<file path="config.mk">
export PLATFORM = sky130hd
export DESIGN_NAME = tcc_channels
export DESIGN_NICKNAME = d
export VERILOG_FILES = /design/src/tcc_pkg.sv /design/src/tcc_capsync.sv /design/src/tcc_channels.sv
export VERILOG_INCLUDE_DIRS = /design/src
export SDC_FILE = /design/constraint.sdc
export NUM_CORES = 1
export LEC_CHECK = 0
export BUFFER_PORTS_ARGS = -buffer_cell sky130_fd_sc_hd__buf_2
export CORE_MARGIN = 4
export CORE_UTILIZATION = 62
export DETAILED_ROUTE_END_ITERATION = 8
export PLACE_DENSITY = 0.81
export SLEW_MARGIN = 0
export SYNTH_ARGS = -nofsm -noshare
export SYNTH_HDL_FRONTEND = slang
export SYNTH_SLANG_ARGS = --single-unit
</file>
<file path="constraint.sdc">
create_clock -name clk -period 2.7 [get_ports clk]
set_input_delay 0.54 -clock clk [delete_from_list [all_inputs] [get_ports clk]]
set_output_delay 0.54 -clock clk [all_outputs]
set_load 0.02 [all_outputs]
</file>
<file path="src/tcc_cfg.svh">
// Constants for the timer capture/compare channel block
// Behaviour
// RULE1 - Select bit matters only when free-running
// RULE2 - Overflow flag sets on FFFF to 0000 wrap
// RULE3 - Overflow pulse with flag, only FR/PWM; code pulses only in free-running and pulse-width
// RULE4 - Flag clears on write 0 or idle
// RULE5 - Reading flag never clears it
// RULE6 - Software write 1 cannot set flag
// RULE7 - Change select bits only while stopped
// RULE8 - Software writes zero to option bit 3
// RULE9 - Pulse-width capture only, others compare except FR
// RULE10 - Channels 16 bits, reset zero, live access
// RULE11 - Compare accepts writes while counting
// RULE12 - Buffer match raises channel match pulse
// RULE13 - Match toggles pin when output enabled
// RULE14 - Channel 0 sets period in compare modes
// RULE15 - Free-running capture latches count on edge
// RULE16 - Pulse-width capture latches and clears counter
// RULE17 - Capture during read returns consistent value
// RULE18 - Anytime write or batch write by mode
// RULE19 - No access on subclock or internal oscillator
// RULE20 - Two-bit edge select: none, rise, fall, both
// RULE21 - Three-bit mode field encodes eight modes
// RULE22 - Interrupt requests are one-cycle pulses
// RULE23 - Capture pins synchronised before edge detection
`ifndef TCC_CFG_SVH
`define TCC_CFG_SVH
`define TCC_NCH 4
`define TCC_AW 4
`define TCC_A_CCR0 4'h0
`define TCC_A_CCR1 4'h1
`define TCC_A_CCR2 4'h2
`define TCC_A_CCR3 4'h3
`define TCC_A_OPT 4'h4
`define TCC_A_CTRL 4'h5
`define TCC_A_EDGE 4'h6
`define TCC_A_OUT 4'h7
`define TCC_A_CNT 4'h8
`define TCC_OVF_BIT 0
`define TCC_CCS_LSB 4
`define TCC_OPTLO_LSB 1
`define TCC_OL_LSB 4
`define TCC_CE_BIT 0
`define TCC_MODE_LSB 1
`define TCC_CNT_MAX 16'hffff
`define TCC_ZERO16 16'h0000
`endif

</file>
<file path="src/tcc_pkg.sv">
// Types for the timer capture/compare channel block
package tcc_pkg;
   // RULE21 eight mode codes
   typedef enum logic [2:0] {
      TCC_INTERVAL = 3'h0,
      TCC_EVENT = 3'h1,
      TCC_EXTTRIG = 3'h2,
      TCC_ONESHOT = 3'h3,
      TCC_PWM = 3'h4,
      TCC_FREERUN = 3'h5,
      TCC_PULSEW = 3'h6,
      TCC_TRIPWM = 3'h7
   } tcc_mode_t;
   typedef enum logic [1:0] {
      TCC_EDGE_NONE = 2'h0,
      TCC_EDGE_RISE = 2'h1,
      TCC_EDGE_FALL = 2'h2,
      TCC_EDGE_BOTH = 2'h3
   } tcc_edge_t;
endpackage

</file>
<file path="src/tcc_capsync.sv">
// Capture pin synchroniser and valid-edge detector
module tcc_capsync (
   // Clock and reset
   input wire logic clk,
   input wire logic rstn,
   // Pin and edge choice
   input wire logic pin,
   input wire logic [1:0] edge_sel,
   // Detected valid edge
   output logic edge_det
);
   logic s1_q, s1_d, s2_q, s2_d, s3_q, s3_d;

   always_comb begin
      s1_d = pin;
      s2_d = s1_q;
      s3_d = s2_q;
   end

   // RULE23 two flops then history
   always_ff @(posedge clk or negedge rstn) begin
      if (!rstn) begin
         s1_q <= 1'b0;
         s2_q <= 1'b0;
         s3_q <= 1'b0;
      end else begin
         s1_q <= s1_d;
         s2_q <= s2_d;
         s3_q <= s3_d;
      end
   end

   // RULE20 edge selection
   always_comb begin
      case (tcc_pkg::tcc_edge_t'(edge_sel))
         tcc_pkg::TCC_EDGE_RISE: edge_det = s2_q & ~s3_q;
         tcc_pkg::TCC_EDGE_FALL: edge_det = ~s2_q & s3_q;
         tcc_pkg::TCC_EDGE_BOTH: edge_det = s2_q ^ s3_q;
         default: edge_det = 1'b0;
      endcase
   end
endmodule

</file>
<file path="src/tcc_channels.sv">
// Timer capture/compare channels with counter and overflow detection
//
// Chosen here: strobed register access and the register addresses.
`include "tcc_cfg.svh"
module tcc_channels (
   // Clock and reset
   input wire logic clk,
   input wire logic rstn,
   // Register port
   input wire logic [3:0] addr,
   input wire logic [15:0] wdata,
   input wire logic wr,
   input wire logic rd,
   output logic [15:0] rdata,
   // Count clock tick
   input wire logic count_tick,
   // Capture pins
   input wire logic [3:0] capture_pin,
   // Output pins
   output logic [3:0] out_pin,
   // Interrupt pulses
   output logic [3:0] match_irq,
   output logic overflow_irq
);
   // ****************************************************************
   // State
   // ****************************************************************
   logic [15:0] ccr_q [4];
   logic [15:0] ccr_d [4];
   logic [15:0] buf_q [4];
   logic [15:0] buf_d [4];
   logic [15:0] cnt_q, cnt_d;
   logic [3:0] ccs_q, ccs_d;
   logic [2:0] optlo_q, optlo_d;
   logic ovf_q, ovf_d;
   logic ce_q, ce_d;
   logic [2:0] mode_q, mode_d;
   logic [7:0] edge_q, edge_d;
   logic [3:0] oe_q, oe_d;
   logic [3:0] ol_q, ol_d;
   logic [3:0] tog_q, tog_d;
   logic [3:0] mirq_q, mirq_d;
   logic oirq_q, oirq_d;
   logic [15:0] rdata_q, rdata_d;
   logic ce_prev_q;
   logic [3:0] cap_edge;
   logic [3:0] is_cap;
   logic [3:0] match;
   logic wrap, batch, period_mode, pw_clr, start;

   // ****************************************************************
   // Capture edges
   // ****************************************************************
   for (genvar i = 0; i < `TCC_NCH; i++) begin : g_sync
      tcc_capsync u_sync (
         .clk(clk),
         .rstn(rstn),
         .pin(capture_pin[i]),
         .edge_sel(edge_q[2*i+:2]),
         .edge_det(cap_edge[i])
      );
   end

   function automatic logic mode_is(input logic [2:0] m, input tcc_pkg::tcc_mode_t t);
      mode_is = (m == t);
   endfunction

   // ****************************************************************
   // Mode decode
   // ****************************************************************
   always_comb begin
      for (int i = 0; i < `TCC_NCH; i++) begin
         // RULE1 RULE9 channel role
         if (mode_is(mode_q, tcc_pkg::TCC_PULSEW)) begin
            is_cap[i] = 1'b1;
         end else if (mode_is(mode_q, tcc_pkg::TCC_FREERUN)) begin
            is_cap[i] = ccs_q[i];
         end else begin
            is_cap[i] = 1'b0;
         end
      end
      // RULE18 batch write modes
      batch = mode_is(mode_q, tcc_pkg::TCC_EXTTRIG) | mode_is(mode_q, tcc_pkg::TCC_PWM)
         | mode_is(mode_q, tcc_pkg::TCC_TRIPWM);
      period_mode = ~mode_is(mode_q, tcc_pkg::TCC_FREERUN)
         & ~mode_is(mode_q, tcc_pkg::TCC_PULSEW);
      start = ce_q & ~ce_prev_q;
      for (int i = 0; i < `TCC_NCH; i++) begin
         // RULE12 counter equals buffer
         match[i] = ce_q & count_tick & ~is_cap[i] & (cnt_q == buf_q[i]);
      end
      pw_clr = mode_is(mode_q, tcc_pkg::TCC_PULSEW) & ce_q & (|cap_edge);
      // RULE2 wrap in free-running or pulse-width
      wrap = ce_q & count_tick & ~period_mode & ~pw_clr & (cnt_q == `TCC_CNT_MAX);
   end

   // ****************************************************************
   // Next state
   // ****************************************************************
   always_comb begin
      ccs_d = ccs_q;
      optlo_d = optlo_q;
      ce_d = ce_q;
      mode_d = mode_q;
      edge_d = edge_q;
      oe_d = oe_q;
      ol_d = ol_q;
      ccr_d = ccr_q;
      buf_d = buf_q;
      tog_d = tog_q;
      cnt_d = cnt_q;
      ovf_d = ovf_q;
      // RULE10 RULE11 whole-word writes at any time
      if (wr && addr == `TCC_A_CCR0) begin
         ccr_d[0] = wdata;
      end else if (wr && addr == `TCC_A_CCR1) begin
         ccr_d[1] = wdata;
      end else if (wr && addr == `TCC_A_CCR2) begin
         ccr_d[2] = wdata;
      end else if (wr && addr == `TCC_A_CCR3) begin
         ccr_d[3] = wdata;
      end else if (wr && addr == `TCC_A_OPT) begin
         // RULE7 software changes these only when stopped
         ccs_d = wdata[`TCC_CCS_LSB+:4];
         // RULE8 bit 3 kept as software wrote it
         optlo_d = wdata[`TCC_OPTLO_LSB+:3];
      end else if (wr && addr == `TCC_A_CTRL) begin
         ce_d = wdata[`TCC_CE_BIT];
         mode_d = wdata[`TCC_MODE_LSB+:3];
      end else if (wr && addr == `TCC_A_EDGE) begin
         edge_d = wdata[7:0];
      end else if (wr && addr == `TCC_A_OUT) begin
         oe_d = wdata[3:0];
         ol_d = wdata[`TCC_OL_LSB+:4];
      end
      for (int i = 0; i < `TCC_NCH; i++) begin
         // RULE18 anytime write or load at period end/start
         if (!batch || start || !ce_q || (match[0] && period_mode)) begin
            buf_d[i] = ccr_d[i];
         end
         // RULE15 RULE16 latch count on valid edge
         if (ce_q && is_cap[i] && cap_edge[i]) begin
            ccr_d[i] = cnt_q;
         end
         // RULE13 toggle on match
         if (match[i] && oe_q[i]) begin
            tog_d[i] = ~tog_q[i];
         end
      end
      if (!ce_q) begin
         cnt_d = `TCC_ZERO16;
         tog_d = 4'h0;
      end else if (pw_clr) begin
         // RULE16 clear on capture
         cnt_d = `TCC_ZERO16;
      end else if (count_tick) begin
         // RULE14 channel 0 period
         if (period_mode && match[0]) begin
            cnt_d = `TCC_ZERO16;
         end else begin
            cnt_d = cnt_q + 16'h0001;
         end
      end
      // RULE4 RULE5 RULE6 write 0 clears, 1 ignored, reads no effect
      if (wr && addr == `TCC_A_OPT && !wdata[`TCC_OVF_BIT]) begin
         ovf_d = 1'b0;
      end
      if (!ce_d) begin
         ovf_d = 1'b0;
      end
      // RULE2 set wins over software clear
      if (wrap) begin
         ovf_d = 1'b1;
      end
      // RULE22 RULE3 one-cycle pulses
      mirq_d = match;
      oirq_d = wrap;
      // RULE17 read samples a settled register
      if (!rd) begin
         rdata_d = `TCC_ZERO16;
      end else if (addr == `TCC_A_CCR0) begin
         rdata_d = ccr_q[0];
      end else if (addr == `TCC_A_CCR1) begin
         rdata_d = ccr_q[1];
      end else if (addr == `TCC_A_CCR2) begin
         rdata_d = ccr_q[2];
      end else if (addr == `TCC_A_CCR3) begin
         rdata_d = ccr_q[3];
      end else if (addr == `TCC_A_OPT) begin
         rdata_d = {8'h00, ccs_q, optlo_q, ovf_q};
      end else if (addr == `TCC_A_CTRL) begin
         rdata_d = {12'h000, mode_q, ce_q};
      end else if (addr == `TCC_A_EDGE) begin
         rdata_d = {8'h00, edge_q};
      end else if (addr == `TCC_A_OUT) begin
         rdata_d = {8'h00, ol_q, oe_q};
      end else if (addr == `TCC_A_CNT) begin
         rdata_d = cnt_q;
      end else begin
         rdata_d = `TCC_ZERO16;
      end
   end

   always_ff @(posedge clk or negedge rstn) begin
      if (!rstn) begin
         for (int i = 0; i < `TCC_NCH; i++) begin
            ccr_q[i] <= `TCC_ZERO16;
            buf_q[i] <= `TCC_ZERO16;
         end
         cnt_q <= `TCC_ZERO16;
         ccs_q <= 4'h0;
         optlo_q <= 3'h0;
         ovf_q <= 1'b0;
         ce_q <= 1'b0;
         ce_prev_q <= 1'b0;
         mode_q <= 3'h0;
         edge_q <= 8'h00;
         oe_q <= 4'h0;
         ol_q <= 4'h0;
         tog_q <= 4'h0;
         mirq_q <= 4'h0;
         oirq_q <= 1'b0;
         rdata_q <= `TCC_ZERO16;
      end else begin
         ccr_q <= ccr_d;
         buf_q <= buf_d;
         cnt_q <= cnt_d;
         ccs_q <= ccs_d;
         optlo_q <= optlo_d;
         ovf_q <= ovf_d;
         ce_q <= ce_d;
         ce_prev_q <= ce_q;
         mode_q <= mode_d;
         edge_q <= edge_d;
         oe_q <= oe_d;
         ol_q <= ol_d;
         tog_q <= tog_d;
         mirq_q <= mirq_d;
         oirq_q <= oirq_d;
         rdata_q <= rdata_d;
      end
   end

   // ****************************************************************
   // Outputs
   // ****************************************************************
   assign rdata = rdata_q;
   assign match_irq = mirq_q;
   assign overflow_irq = oirq_q;
   // Disabled output shows level bit; enabled starts at its inverse
   assign out_pin = (oe_q & (~ol_q ^ tog_q)) | (~oe_q & ol_q);

   // ****************************************************************
   // Checks
   // ****************************************************************
   property p_ovf_set; // RULE2
      @(posedge clk) disable iff (!rstn) wrap |=> ovf_q;
   endproperty
   a_ovf_set: assert property (p_ovf_set) else $error("overflow flag not set on wrap");

   property p_ovf_irq; // RULE3
      @(posedge clk) disable iff (!rstn) overflow_irq |-> ovf_q;
   endproperty
   a_ovf_irq: assert property (p_ovf_irq) else $error("overflow pulse without flag");

   property p_ovf_mode; // RULE3
      @(posedge clk) disable iff (!rstn)
         overflow_irq |-> $past(mode_q) == tcc_pkg::TCC_FREERUN
         || $past(mode_q) == tcc_pkg::TCC_PULSEW;
   endproperty
   a_ovf_mode: assert property (p_ovf_mode) else $error("overflow pulse in wrong mode");

   property p_ovf_ce; // RULE4
      @(posedge clk) disable iff (!rstn) !ce_q |-> !ovf_q;
   endproperty
   a_ovf_ce: assert property (p_ovf_ce) else $error("overflow flag held while stopped");

   property p_ovf_sw; // RULE6
      @(posedge clk) disable iff (!rstn) !ovf_q && !wrap |=> !ovf_q;
   endproperty
   a_ovf_sw: assert property (p_ovf_sw) else $error("overflow flag set without wrap");

   property p_irq_pulse; // RULE22
      @(posedge clk) disable iff (!rstn) overflow_irq |=> !overflow_irq;
   endproperty
   a_irq_pulse: assert property (p_irq_pulse) else $error("overflow pulse too long");

   property p_match_irq; // RULE12
      @(posedge clk) disable iff (!rstn) match[1] |=> match_irq[1];
   endproperty
   a_match_irq: assert property (p_match_irq) else $error("match pulse missing");

   property p_period; // RULE14
      @(posedge clk) disable iff (!rstn)
         period_mode && match[0] && !pw_clr |=> cnt_q == `TCC_ZERO16;
   endproperty
   a_period: assert property (p_period) else $error("counter not cleared at period");

   property p_toggle; // RULE13
      @(posedge clk) disable iff (!rstn) match[2] && oe_q[2] && ce_d |=> tog_q[2] != $past(tog_q[2]);
   endproperty
   a_toggle: assert property (p_toggle) else $error("output not toggled on match");
endmodule

</file>
==> impl_metrics.toml <==
[floorplanning]
dieArea_um2 = 20100
initial_core_util = 0.636
io_pins = 54
core-area_um2 = 17400
rows = 48
die_w_um = 142
die_h_um = 142

[global_route]
overflow = 0
grt_pass1_vias = 8758
grt_use_total = 0.323
grt_max_degree = 79
antenna_found_initial = 0
grt_first_pass_wirelength_mm = 50.2

[clock_network]
cts_sinks = 210
cts_hold_buf = 0
clk_path_buf_depth = 3
htreeDepth = 1
cts_tree = "yes"
post_cts_buffers = 0
cts.clk_slew.worst_paths_ns = 0.06
root_buffer = "clkbuf_16"
clk_latency_ns = 0.52
cts_resized = 0
cts_made_buffers = 24

[route]
vias = 8429
drt-initial-drc-count = 989
dr.pass1.iters = 5
ant_nets = 0
vias_per_cell = 6.47
finalWirelength_mm = 31.9
drc = 0
wire_per_inst_um = 24.5

[synthesis]
ys_async_sr_fraction = 1.00
ys.flop_type = "dfrtp_1"
syn_nets = 1023
seq_area_frac_synth = 0.474
netlist_instances = 985
synth_area_um2 = 11100
ys_ff_latch = 210
synth.avg_cell_area_um2 = 11.3
synth_cell_types = 60
synth_edf_count = 0
ys_warn_count = 0

[timing]
fin_crit_sh = 0.926
finalHoldViolCount = 0
hold_slack_ns = 0.00341
finalSetupViolations = 0
worst_slew_pin_slew_ns = 0.644
tns_ns = 0
rsz0062_at_grt = "false"
period_needed_ns = 2.50
maxSlewViolCount = 0
max_freq_mhz = 400
relSlewSlack = 0.566
fin_skew_ns = 0.0188

[worst_setup_path]
worstPathMaxFanout = 3
cp.required_ns = 3.15
crit_type = "reg2reg"
worstPathArrival_ns = 2.95
worstSetupEndpointType = "flip-flop"
reg2reg_depth = 8
start_kind = "flip-flop"

[finish]
fillCellCount = 1222
layout-drive-gt1-share = 0.293
antennaDiodeCount = 0
syn2layout_area_growth_pct = 13.2
fin_area_um2 = 12500
num-nets-final = 1098
fin_cells = 1303

[run]
cap_violations = 0

[run_status]
status = "completed"

[worst_hold_path]
hp-class = "in2async"

[placed_design]
place_hpwl_mm = 22.3
io_buffers = 53
gp_congestion = 1.05
place_inst = 1259
dpl_cell_area_um2 = 11800

[pwr]
peakVddDrop_mv = 0.689
p_per_area_nw_per_um2 = 890
leakage_nw = 5.70
power breakdown:
| part | leakage (nW) | internal (mW) | switching, mW | total, mW |
|---|---|---|---|---|
| combinational | 2.72 | 1.62 | 1.49 | 3.11 |
| sequential | 2.60 | 4.13 | 0.808 | 4.94 |
| clock | 0.385 | 1.83 | 1.29 | 3.12 |
critical path: stages (launching register included):
cell and delay [ns]:
dfrtp_1 0.35, inv_1 0.05, ha_1 0.27, nor2b_1 0.04, o21ai_0 0.15, o21ai_0 0.27, o311ai_1 0.66, nor4b_2 0.47
nand2b_1 0.16
area by class of cell:
cell class,count,area (µm²),area share
multi-input combinational,678,5340,0.425
inverter,31,119,0.00948
timing repair buffer,115,791,0.0631
clock inverter,9,45.0,0.00359
clock buffer,35,713,0.0569
tap,225,282,0.0225
sequential,210,5260,0.419
synthesized netlist by cell type, types with 3 or more instances:
cell	number	area (µm²)
dfrtp_1	210	5260
mux2_2	109	1230
nor2_1	88	330
xnor2_1	58	508
a21oi_1	47	235
mux2_4	44	661
nand2_1	40	150
mux2i_1	34	340
clkbuf_1	31	116
inv_1	29	109
o21ai_0	24	120
nand3_1	22	110
nand4_1	21	131
nand2b_1	20	125
xor2_1	20	175
a22oi_1	19	143
buf_2	16	80.1
a2bb2oi_1	12	105
nor2b_1	11	68.8
nor3_1	10	50.1
and3_1	9	56.3
ha_1	9	113
and2_1	8	50.1
buf_1	8	30.0
o31ai_1	8	60.1
o211ai_1	7	52.6
buf_12	5	100
a21boi_0	4	30.0
a22o_1	4	35.0
nand3b_1	4	30.0
nor4_1	4	25.0
o2111ai_1	4	35.0
o221ai_1	4	35.0
o2bb2ai_1	4	35.0
a311o_1	3	30.0
and4_1	3	26.3
buf_4	3	22.5
buf_6	3	33.8
cell families after synthesis:
family	after synthesis	synth area share
AO/OA/AOI/OAI	150	0.0901
XOR/XNOR	78	0.0616
adder cells (fa/ha/maj)	9	0.0102
buffers and inverters	97	0.0453
flip-flops	210	0.474
multiplexers	187	0.201
AND/OR/NAND/NOR	254	0.118
cell usage in the layout (no fill, tap or decap), types with 10 or more instances in the layout:
cell type    n
nand4_1     21
o21ai_0     24
a2bb2oi_1   12
a22oi_1     19
nor3_1      10
buf_4       58
nor2_1      88
a21oi_1     46
clkbuf_16   25
xnor2_1     58
mux2i_1     34
nand2_1     40
nand2b_1    20
dfrtp_1    210
buf_2       52
inv_1       29
mux2_2     109
mux2_4      44
xor2_1      20
nand3_1     22
nor2b_1     11
layer usage:
layer	global-route usage	part of all wire	vias up
met2	0.517	0.47	497
met3	0.0731	0.10	101
met5	0	0	-
met4	0.0990	0.036	0
li1	-	-	3633
met1	0.442	0.39	4198
sequential cells by signal, summed over array words and instances (netlist names), 8 cells and up:
register  flops
buf_q        64
ccr_q        64
cnt_q        16
rdata        16
edge_q        8
path summary, 6_finish.rpt:
check | startpoint | to | slack, ns
setup / recovery | g_sync[2].u_sync.s3_q | ovf_q | 0.20
hold / removal | rstn | ol_q[0] | 0.003
hold reg to reg | g_sync[0].u_sync.s1_q | g_sync[0].u_sync.s2_q | 0.35
setup reg to reg | g_sync[2].u_sync.s3_q | ovf_q | 0.20
min in group clk | capture_pin[2] | g_sync[2].u_sync.s1_q | 0.13
max in group asynchronous | rstn | cnt_q[8] | 1.97
metrics by stage:
step | utilization | power (mW) | worst slack [ns]
2_1_floorplan | - | 6.96 | 0.404
3_3_place_gp | 0.676 | 7.80 | 0.113
3_5_place_dp | 0.676 | 7.97 | 0.0946
4_1_cts | 0.720 | 11.1 | 0.0347
5_1_grt | 0.720 | 11.6 | 0.0201
6_report | 0.720 | 11.2 | 0.200
Note: power is estimated with default switching activity, not from simulation.
